===== src/dvsirq_cfg.svh =====
// Contract
// buck a scaling done sets status bit 0
// buck b done in bit 1, bits 7:2 unused
// every voltage change raises a done event
// done bit reads 0 until done, then 1
// host writes 1 to clear any status bit
// status stays set until cleared
// unmasked set status pulls interrupt low
// masked status never pulls interrupt low
// buck done masks rw, reset to 1
// buck sense reads 1 while scaling in progress
// linreg fault status bits 0 to 2
// linreg fault masks rw, reset to 1
// linreg fault sense follows live fault
// interrupt is OR of all unmasked groups
`ifndef DVSIRQ_CFG_SVH
`define DVSIRQ_CFG_SVH

`define DVSIRQ_OFF_BUCK_STAT  8'h0e
`define DVSIRQ_OFF_BUCK_MASK  8'h0f
`define DVSIRQ_OFF_BUCK_SENSE 8'h10
`define DVSIRQ_OFF_LIN_STAT   8'h18
`define DVSIRQ_OFF_LIN_MASK   8'h19
`define DVSIRQ_OFF_LIN_SENSE  8'h1a

`define DVSIRQ_BUCK_W         2
`define DVSIRQ_LIN_W          3
`define DVSIRQ_BUCK_PAD       6'h00
`define DVSIRQ_LIN_PAD        5'h00
`define DVSIRQ_BUCK_MASK_RST  2'h3
`define DVSIRQ_LIN_MASK_RST   3'h7
`define DVSIRQ_BUCK_FLAG_RST  2'h0
`define DVSIRQ_LIN_FLAG_RST   3'h0

// input sync vector: bit 0 scl, bit 1 sda, bits 3:2 buck live, bits 6:4 linreg live
`define DVSIRQ_IN_W           7
`define DVSIRQ_IN_RST         7'h03
`define DVSIRQ_IN_SCL         0
`define DVSIRQ_IN_SDA         1
`define DVSIRQ_IN_BUCK_LO     2
`define DVSIRQ_IN_LIN_LO      4

// serial bus device address, value arbitrary
`define DVSIRQ_SLAVE_ADDR     7'h2a

`endif


===== src/dvsirq_pkg.sv =====
`default_nettype none
package dvsirq_pkg;
    typedef enum logic [2:0] {
        DVSIRQ_ST_IDLE     = 3'h0,
        DVSIRQ_ST_RX       = 3'h1,
        DVSIRQ_ST_ACK_PEND = 3'h2,
        DVSIRQ_ST_ACK_HOLD = 3'h3,
        DVSIRQ_ST_TX       = 3'h4,
        DVSIRQ_ST_TX_ACK   = 3'h5,
        DVSIRQ_ST_TX_NEXT  = 3'h6
    } dvsirq_state_t;

    typedef enum logic [1:0] {
        DVSIRQ_KIND_ADDR = 2'h0,
        DVSIRQ_KIND_PTR  = 2'h1,
        DVSIRQ_KIND_DATA = 2'h2
    } dvsirq_kind_t;
endpackage : dvsirq_pkg
`default_nettype wire


===== src/dvsirq_sync.sv =====
`default_nettype none
module dvsirq_sync #(
    parameter int            W       = 1,
    parameter logic [W-1:0]  RST_VAL = '0
) (
    // clock and reset
    input  wire logic         clk,
    input  wire logic         rst,
    input  wire logic         ce,
    // pins
    input  wire logic [W-1:0] async_in,
    output logic      [W-1:0] level_out
);
    genvar i;
    generate
        for (i = 0; i < W; i++) begin : g_bit
            logic [2:0] stage_reg;
            always_ff @(posedge clk or posedge rst) begin
                if (rst) begin
                    stage_reg    <= {3{RST_VAL[i]}};
                    level_out[i] <= RST_VAL[i];
                end else if (ce) begin
                    stage_reg <= {stage_reg[1:0], async_in[i]};
                    // stage 0 is read only by stage 1; a glitch lasting one sample is dropped
                    if (stage_reg[2] == stage_reg[1]) begin
                        level_out[i] <= stage_reg[1];
                    end
                end
            end
        end
    endgenerate
endmodule : dvsirq_sync
`default_nettype wire


===== src/dvsirq_flag_bank.sv =====
`default_nettype none
module dvsirq_flag_bank #(
    parameter int           W        = 2,
    parameter logic [W-1:0] MASK_RST = '1,
    parameter logic [W-1:0] FLAG_RST = '0
) (
    // clock and reset
    input  wire logic         clk,
    input  wire logic         rst,
    input  wire logic         ce,
    // events and host writes
    input  wire logic [W-1:0] event_in,
    input  wire logic         wr_status,
    input  wire logic         wr_mask,
    input  wire logic [W-1:0] wdata,
    // state
    output logic      [W-1:0] flag_reg,
    output logic      [W-1:0] mask_reg,
    output wire logic         pending
);
    wire logic [W-1:0] clr_bits;
    wire logic [W-1:0] flag_next;

    assign clr_bits  = wr_status ? wdata : '0;
    // a new event in the clearing cycle wins, so nothing is lost
    assign flag_next = event_in | (flag_reg & ~clr_bits);
    assign pending   = |(flag_reg & ~mask_reg);

    always_ff @(posedge clk or posedge rst) begin
        if (rst) begin
            flag_reg <= FLAG_RST;
            mask_reg <= MASK_RST;
        end else if (ce) begin
            flag_reg <= flag_next;
            if (wr_mask) begin
                mask_reg <= wdata;
            end
        end
    end
endmodule : dvsirq_flag_bank
`default_nettype wire


===== src/dvsirq_top.sv =====
`include "dvsirq_cfg.svh"
`default_nettype none
module dvsirq_top (
    // clock and reset
    input  wire logic clk,
    input  wire logic rst,
    input  wire logic ce,
    // serial control bus, open drain data
    input  wire logic scl,
    input  wire logic sda_in,
    output logic      sda_out,
    output logic      sda_oe_n,
    // live conditions from the regulators
    input  wire logic buck_a_scaling_live,
    input  wire logic buck_b_scaling_live,
    input  wire logic linreg_a_fault_live,
    input  wire logic linreg_b_fault_live,
    input  wire logic linreg_c_fault_live,
    // other interrupt groups, same clock
    input  wire logic other_group_irq,
    // interrupt pin
    output logic      irq_out_n
);
    import dvsirq_pkg::*;

    function automatic logic is_reg(input logic [7:0] addr, input logic [7:0] off);
        is_reg = (addr == off);
    endfunction : is_reg

    // synchronised inputs
    wire logic [`DVSIRQ_IN_W-1:0]   raw_in;
    wire logic [`DVSIRQ_IN_W-1:0]   sync_lvl;
    wire logic                      scl_f;
    wire logic                      sda_f;
    wire logic [`DVSIRQ_BUCK_W-1:0] buck_live;
    wire logic [`DVSIRQ_LIN_W-1:0]  lin_live;

    assign raw_in = {linreg_c_fault_live, linreg_b_fault_live, linreg_a_fault_live,
                     buck_b_scaling_live, buck_a_scaling_live, sda_in, scl};

    dvsirq_sync #(
        .W       (`DVSIRQ_IN_W),
        .RST_VAL (`DVSIRQ_IN_RST)
    ) u_sync (
        .clk       (clk),
        .rst       (rst),
        .ce        (ce),
        .async_in  (raw_in),
        .level_out (sync_lvl)
    );

    assign scl_f     = sync_lvl[`DVSIRQ_IN_SCL];
    assign sda_f     = sync_lvl[`DVSIRQ_IN_SDA];
    assign buck_live = sync_lvl[`DVSIRQ_IN_BUCK_LO +: `DVSIRQ_BUCK_W];
    assign lin_live  = sync_lvl[`DVSIRQ_IN_LIN_LO +: `DVSIRQ_LIN_W];

    // edge history
    logic                      scl_prev_reg;
    logic                      sda_prev_reg;
    logic [`DVSIRQ_BUCK_W-1:0] buck_prev_reg;
    logic [`DVSIRQ_LIN_W-1:0]  lin_prev_reg;

    always_ff @(posedge clk or posedge rst) begin
        if (rst) begin
            scl_prev_reg  <= 1'b1;
            sda_prev_reg  <= 1'b1;
            buck_prev_reg <= '0;
            lin_prev_reg  <= '0;
        end else if (ce) begin
            scl_prev_reg  <= scl_f;
            sda_prev_reg  <= sda_f;
            buck_prev_reg <= buck_live;
            lin_prev_reg  <= lin_live;
        end
    end

    // scaling finishing is the end of the in-progress level, whatever started it:
    // a host write or a power-state move both show up as one scaling window
    wire logic [`DVSIRQ_BUCK_W-1:0] buck_done_ev;
    wire logic [`DVSIRQ_LIN_W-1:0]  lin_fault_ev;

    assign buck_done_ev = buck_prev_reg & ~buck_live;
    assign lin_fault_ev = ~lin_prev_reg & lin_live;

    // bus conditions
    wire logic scl_rise;
    wire logic scl_fall;
    wire logic start_det;
    wire logic stop_det;

    assign scl_rise  = scl_f & ~scl_prev_reg;
    assign scl_fall  = ~scl_f & scl_prev_reg;
    assign start_det = scl_f & scl_prev_reg & sda_prev_reg & ~sda_f;
    assign stop_det  = scl_f & scl_prev_reg & ~sda_prev_reg & sda_f;

    // bus engine state
    dvsirq_state_t state_reg;
    dvsirq_state_t state_next;
    dvsirq_kind_t  kind_reg;
    dvsirq_kind_t  kind_next;
    logic [2:0]    bit_reg;
    logic [2:0]    bit_next;
    logic [7:0]    shift_reg;
    logic [7:0]    shift_next;
    logic [7:0]    ptr_reg;
    logic [7:0]    ptr_next;
    logic          rw_reg;
    logic          rw_next;
    logic          oe_n_next;
    logic          wr_fire;

    // register file
    wire logic [`DVSIRQ_BUCK_W-1:0] buck_flag;
    wire logic [`DVSIRQ_BUCK_W-1:0] buck_mask;
    wire logic [`DVSIRQ_LIN_W-1:0]  lin_flag;
    wire logic [`DVSIRQ_LIN_W-1:0]  lin_mask;
    wire logic                      buck_pending;
    wire logic                      lin_pending;
    wire logic                      wr_buck_stat;
    wire logic                      wr_buck_mask;
    wire logic                      wr_lin_stat;
    wire logic                      wr_lin_mask;
    wire logic [7:0]                rd_byte;

    assign wr_buck_stat = wr_fire & is_reg(ptr_reg, `DVSIRQ_OFF_BUCK_STAT);
    assign wr_buck_mask = wr_fire & is_reg(ptr_reg, `DVSIRQ_OFF_BUCK_MASK);
    assign wr_lin_stat  = wr_fire & is_reg(ptr_reg, `DVSIRQ_OFF_LIN_STAT);
    assign wr_lin_mask  = wr_fire & is_reg(ptr_reg, `DVSIRQ_OFF_LIN_MASK);

    dvsirq_flag_bank #(
        .W        (`DVSIRQ_BUCK_W),
        .MASK_RST (`DVSIRQ_BUCK_MASK_RST),
        .FLAG_RST (`DVSIRQ_BUCK_FLAG_RST)
    ) u_buck_bank (
        .clk       (clk),
        .rst       (rst),
        .ce        (ce),
        .event_in  (buck_done_ev),
        .wr_status (wr_buck_stat),
        .wr_mask   (wr_buck_mask),
        .wdata     (shift_reg[`DVSIRQ_BUCK_W-1:0]),
        .flag_reg  (buck_flag),
        .mask_reg  (buck_mask),
        .pending   (buck_pending)
    );

    dvsirq_flag_bank #(
        .W        (`DVSIRQ_LIN_W),
        .MASK_RST (`DVSIRQ_LIN_MASK_RST),
        .FLAG_RST (`DVSIRQ_LIN_FLAG_RST)
    ) u_lin_bank (
        .clk       (clk),
        .rst       (rst),
        .ce        (ce),
        .event_in  (lin_fault_ev),
        .wr_status (wr_lin_stat),
        .wr_mask   (wr_lin_mask),
        .wdata     (shift_reg[`DVSIRQ_LIN_W-1:0]),
        .flag_reg  (lin_flag),
        .mask_reg  (lin_mask),
        .pending   (lin_pending)
    );

    // reads have no side effect; unused bits and unmapped offsets read zero
    assign rd_byte =
        is_reg(ptr_reg, `DVSIRQ_OFF_BUCK_STAT)  ? {`DVSIRQ_BUCK_PAD, buck_flag} :
        is_reg(ptr_reg, `DVSIRQ_OFF_BUCK_MASK)  ? {`DVSIRQ_BUCK_PAD, buck_mask} :
        is_reg(ptr_reg, `DVSIRQ_OFF_BUCK_SENSE) ? {`DVSIRQ_BUCK_PAD, buck_live} :
        is_reg(ptr_reg, `DVSIRQ_OFF_LIN_STAT)   ? {`DVSIRQ_LIN_PAD, lin_flag}   :
        is_reg(ptr_reg, `DVSIRQ_OFF_LIN_MASK)   ? {`DVSIRQ_LIN_PAD, lin_mask}   :
        is_reg(ptr_reg, `DVSIRQ_OFF_LIN_SENSE)  ? {`DVSIRQ_LIN_PAD, lin_live}   :
        8'h00;

    // bus engine: bits sampled on scl rise, our drive changes only on scl fall
    always_comb begin
        state_next = state_reg;
        kind_next  = kind_reg;
        bit_next   = bit_reg;
        shift_next = shift_reg;
        ptr_next   = ptr_reg;
        rw_next    = rw_reg;
        oe_n_next  = sda_oe_n;
        wr_fire    = 1'b0;
        if (stop_det) begin
            state_next = DVSIRQ_ST_IDLE;
            oe_n_next  = 1'b1;
        end else if (start_det) begin
            state_next = DVSIRQ_ST_RX;
            kind_next  = DVSIRQ_KIND_ADDR;
            bit_next   = 3'h0;
            oe_n_next  = 1'b1;
        end else begin
            case (state_reg)
                DVSIRQ_ST_IDLE: begin
                    oe_n_next = 1'b1;
                end
                DVSIRQ_ST_RX: begin
                    if (scl_rise) begin
                        shift_next = {shift_reg[6:0], sda_f};
                        bit_next   = bit_reg + 3'h1;
                        if (bit_reg == 3'h7) begin
                            state_next = DVSIRQ_ST_ACK_PEND;
                        end
                    end
                end
                DVSIRQ_ST_ACK_PEND: begin
                    if (scl_fall) begin
                        if (kind_reg == DVSIRQ_KIND_ADDR &&
                            shift_reg[7:1] != `DVSIRQ_SLAVE_ADDR) begin
                            state_next = DVSIRQ_ST_IDLE;
                        end else begin
                            oe_n_next  = 1'b0;
                            state_next = DVSIRQ_ST_ACK_HOLD;
                            if (kind_reg == DVSIRQ_KIND_ADDR) begin
                                rw_next = shift_reg[0];
                            end else if (kind_reg == DVSIRQ_KIND_PTR) begin
                                ptr_next = shift_reg;
                            end else begin
                                wr_fire  = 1'b1;
                                ptr_next = ptr_reg + 8'h01;
                            end
                        end
                    end
                end
                DVSIRQ_ST_ACK_HOLD: begin
                    if (scl_fall) begin
                        bit_next = 3'h0;
                        if (kind_reg == DVSIRQ_KIND_ADDR && rw_reg) begin
                            shift_next = rd_byte;
                            oe_n_next  = rd_byte[7];
                            ptr_next   = ptr_reg + 8'h01;
                            state_next = DVSIRQ_ST_TX;
                        end else begin
                            oe_n_next  = 1'b1;
                            state_next = DVSIRQ_ST_RX;
                            kind_next  = (kind_reg == DVSIRQ_KIND_ADDR) ? DVSIRQ_KIND_PTR
                                                                         : DVSIRQ_KIND_DATA;
                        end
                    end
                end
                DVSIRQ_ST_TX: begin
                    if (scl_rise) begin
                        bit_next = bit_reg + 3'h1;
                        if (bit_reg == 3'h7) begin
                            state_next = DVSIRQ_ST_TX_ACK;
                        end
                    end else if (scl_fall) begin
                        oe_n_next  = shift_reg[6];
                        shift_next = {shift_reg[6:0], 1'b0};
                    end
                end
                DVSIRQ_ST_TX_ACK: begin
                    if (scl_fall) begin
                        oe_n_next = 1'b1;
                    end else if (scl_rise) begin
                        state_next = sda_f ? DVSIRQ_ST_IDLE : DVSIRQ_ST_TX_NEXT;
                    end
                end
                DVSIRQ_ST_TX_NEXT: begin
                    if (scl_fall) begin
                        shift_next = rd_byte;
                        oe_n_next  = rd_byte[7];
                        ptr_next   = ptr_reg + 8'h01;
                        bit_next   = 3'h0;
                        state_next = DVSIRQ_ST_TX;
                    end
                end
                default: begin
                    state_next = DVSIRQ_ST_IDLE;
                    oe_n_next  = 1'b1;
                end
            endcase
        end
    end

    always_ff @(posedge clk or posedge rst) begin
        if (rst) begin
            state_reg <= DVSIRQ_ST_IDLE;
            kind_reg  <= DVSIRQ_KIND_ADDR;
            bit_reg   <= 3'h0;
            shift_reg <= 8'h00;
            ptr_reg   <= 8'h00;
            rw_reg    <= 1'b0;
            sda_oe_n  <= 1'b1;
        end else if (ce) begin
            state_reg <= state_next;
            kind_reg  <= kind_next;
            bit_reg   <= bit_next;
            shift_reg <= shift_next;
            ptr_reg   <= ptr_next;
            rw_reg    <= rw_next;
            sda_oe_n  <= oe_n_next;
        end
    end

    // open drain: the data level is always low, the enable alone decides the wire
    always_ff @(posedge clk or posedge rst) begin
        if (rst) begin
            sda_out   <= 1'b0;
            irq_out_n <= 1'b1;
        end else if (ce) begin
            sda_out   <= 1'b0;
            irq_out_n <= ~(buck_pending | lin_pending | other_group_irq);
        end
    end
endmodule : dvsirq_top
`default_nettype wire


===== config.mk =====
export PLATFORM = sky130hd
export DESIGN_NAME = dvsirq_top
export DESIGN_NICKNAME = d
export VERILOG_FILES = /design/src/dvsirq_pkg.sv /design/src/dvsirq_sync.sv /design/src/dvsirq_flag_bank.sv /design/src/dvsirq_top.sv
export VERILOG_INCLUDE_DIRS = /design/src
export SDC_FILE = /design/constraint.sdc
export NUM_CORES = 1
export LEC_CHECK = 0
export ABC_AREA = 0
export BUFFER_PORTS_ARGS = -buffer_cell sky130_fd_sc_hd__buf_4
export CORE_ASPECT_RATIO = 0.6
export CORE_MARGIN = 3
export CORE_UTILIZATION = 45
export DETAILED_ROUTE_END_ITERATION = 12
export GPL_TIMING_DRIVEN = 0
export HOLD_SLACK_MARGIN = 0.06
export PLACE_DENSITY = 0.7
export SLEW_MARGIN = 10
export SYNTH_ARGS = -nofsm -noshare
export SYNTH_HDL_FRONTEND = slang
export SYNTH_SLANG_ARGS = --single-unit

===== constraint.sdc =====
create_clock -name clk -period 2.2 [get_ports clk]
set_input_delay 0.11 -clock clk [delete_from_list [all_inputs] [get_ports clk]]
set_output_delay 0.11 -clock clk [all_outputs]
set_load 0.03 [all_outputs]

==> summary.txt <==
Status
  – Status: finished, final reports clean

Timing
  – Setup violators final: 0
  – Crit path time final: 2.11 ns
  – Worst Clk Skew: 0.00526 ns
  – Final Hold Viols: 0
  – Period utilization: 0.960
  – Final Max Slew Viols: 0
  – Least-Margin Pin Slew: 0.651 ns
  – Slew HR: 0.566
  – F_max: 474 MHz

Critical path
  – Worst r2r path cells: 6
  – Worst R2R End: sda_oe_n$_DFFE_PP1P_
  – Reg-to-reg setup timing slack: 0.09 ns
  – Crit. End Element: flip-flop
  – Worst Path Max Fanout: 9
  – Critical path launch point type: flip-flop
  – Critical Path AT: 2.37 ns
  – FF-to-FF Start: state_reg[2]$_DFFE_PP0P_
  – WP data required: 2.46 ns
  – Crit Path Class: reg2reg

Floorplan
  – Die area: 9710 sq um
  – Die X: 125 um
  – Row cnt: 25
  – Core ar.: 8070 sq um
  – Die Ht: 77.6 um
  – Starting Density: 0.476
  – # IOs: 14

Yosys
  – Syn_area_per_cell: 10.0 sq um
  – Register area share after synthesis: 0.475
  – Number of synthesized flops with an enable pin: 0
  – Top_reg_cell synth: dfrtp_1
  – Synth unique cells: 57
  – Async SR Flop Fraction: 1.00
  – Cells after Synth: 383
  – Syn Std Cell Area: 3840 sq um
  – Ys Warns: 0
  – Syn Nets: 400
  – Synth Register Bits: 72

Pwr
  – Total Power: 0.00469 W
  – Pwr dens: 1030 nW/um^2
  – Leakage: 1.91 nW
  – Max VDD drop: 0.650 mV

Clock network
  – Sinks on Clock Net: 72
  – CTS max path bufs: 2
  – CTS tree: done
  – Reg clk slew, reported paths: 0.06 ns
  – CTS Root Cell: clkbuf_16
  – TritonCTS Buffers: 9
  – Htree depth: 3
  – Clk_lat worst skew: 0.34 ns

Final layout
  – Max reg flops: 21
  – Highest-count cells in the layout ignoring fill and taps: 55 x dfrtp_1, 41 x nand2_1, 39 x mux2_2
  – Commonest non-fill, non-tap cell in the layout: dfrtp_1
  – Filler cells: 694
  – # nets final: 434
  – Final std cells w/o fill: 530
  – Layout area overhead: 18.2%
  – Share of cells above drive strength 1: 0.251
  – Final instance area: 4540 sq um
  – N_diodes: 0

Global route
  – First-pass GRT wire length: 15.0 mm
  – Initial antenna violation count: 0
  – GRT Util Overall: 0.195
  – Remaining global-route overflow: 0
  – Largest net degree at the start of global routing: 56
  – Vias in the first global route: 2,907

Min path
  – Min-Delay Endpoint: irq_out_n$_DFFE_PP1P_
  – Hold Crit Class: in2reg
  – Hold path cells: 3
  – Min-delay src: other_group_irq

Drt
  – Initial DRC count: 282
  – Vias per Instance: 5.69
  – Number of remaining DRC errors: 0
  – WL/cell: 17.1 um
  – Total iterations of the first detailed-routing run: 4
  – Vias: 3,017
  – ANT nets after route: 0
  – Final Routed Wirelength: 9.04 mm

Place
  – Routability cong.: 0.871
  – Port-buffer cells: 11
  – Placed Area: 4090 sq um
  – Inst Count DP: 503
  – DP Wirelength: 6.26 mm

Run
  – Max Cap Viol: 0
worst max-delay path: stages, from the launching register on:
cell	delay, ns
dfrtp_1	0.36
buf_2	0.17
or3b_1	0.48
nor3_4	0.30
a32oi_1	0.10
o221ai_1	0.26
mux2_2	0.37
kinds of logic after synthesis:
group / share of synthesized area
buffers and inverters: 0.0443
adders and majority gates: 0.0195
muxes: 0.127
other: 0.000977
DFF: 0.475
AOI/OAI and AO/OA: 0.154
and+or+nand+nor: 0.172
xor gates and xnor gates: 0.00652
per-layer routing:
metal  global-route usage  wire (um)
met4               0.0530         56
met5                    0          0
met3               0.0516        464
met1                0.297       4620
met2                0.272       3900
worst max path at each step:
stage,from,endpoint,slack [ns]
final,state_reg[2]$_DFFE_PP0P_,sda_oe_n$_DFFE_PP1P_,0.09
after global routing,state_reg[2]$_DFFE_PP0P_,sda_oe_n$_DFFE_PP1P_,-0.01
after CTS,state_reg[2]$_DFFE_PP0P_,sda_oe_n$_DFFE_PP1P_,0.07
after detailed placement,u_sync.level_out[1]$_DFFE_PP1P_,shift_reg[2]$_DFFE_PP0P_,-0.03
after global placement,rst,state_reg[2]$_DFFE_PP0P_,-0.63
after floorplan,u_sync.level_out[1]$_DFFE_PP1P_,shift_reg[0]$_DFFE_PP0P_,0.26
final cells by class:
type	instances	area, sq um	area share
Multi-Input combinational cell	269	1870	0.412
Sequential cell	72	1820	0.402
Clock buffer	10	229	0.0505
Timing Repair Buffer	24	220	0.0485
Tap cell	108	135	0.0298
Clock inverter	6	91.3	0.0201
Buffer	20	90.1	0.0199
Inverter	21	81.3	0.0179
metrics by stage:
stage	setup WS (ns)	hold slack, ns	TNS (ns)	utilization
6_report	0.0884	0.147	0	0.562
5_1_grt	-0.0125	0.151	-0.0184	0.562
4_1_cts	0.0744	0.135	0	0.559
3_5_place_dp	-0.0312	0.0759	-0.127	0.507
3_3_place_gp	-0.626	0.345	-34.29	0.503
2_1_floorplan	0.255	0.262	0	-
cell usage after synthesis (all sizes together), types with 3 or more instances:
master  count  area, sq um
nor2b       5         31.3
nor2       21         78.8
a21bo       3         30.0
o21ai      24          124
ha          6         75.1
clkbuf     15         56.3
nand2b     13         81.3
inv        21         78.8
and2        3         18.8
o22ai       5         31.3
nand3b      4         30.0
dfrtp      55         1380
mux2i       5         50.1
a22oi       3         22.5
a21boi      3         22.5
mux2       39          439
nand2      41          154
a21oi      32          164
o221ai      3         26.3
buf         6         35.0
a31oi       3         18.8
nor4        3         33.8
nand4       7         43.8
a32o        6         60.1
dfstp      17          447
nand3      12         60.1
report_power, final:
group	leakage, nW	internal [W]	switching [W]	total (W)
sequential	0.853	0.00162	0.000264	0.00189
combinational	0.896	0.000544	0.000698	0.00124
clock	0.157	0.000998	0.000569	0.00157
total	1.91	0.00316	0.00153	0.00469
timing repair:
action                                  in CTS  in global routing
hold buffers                                 8                  0
pin swaps                                    1                  1
buffers inserted                             3                  1
hold endpoints to repair                    68                  0
endpoints found under the setup margin       5                  5
gates resized for setup                      0                  5
Note: power is estimated with default switching activity, not from simulation.
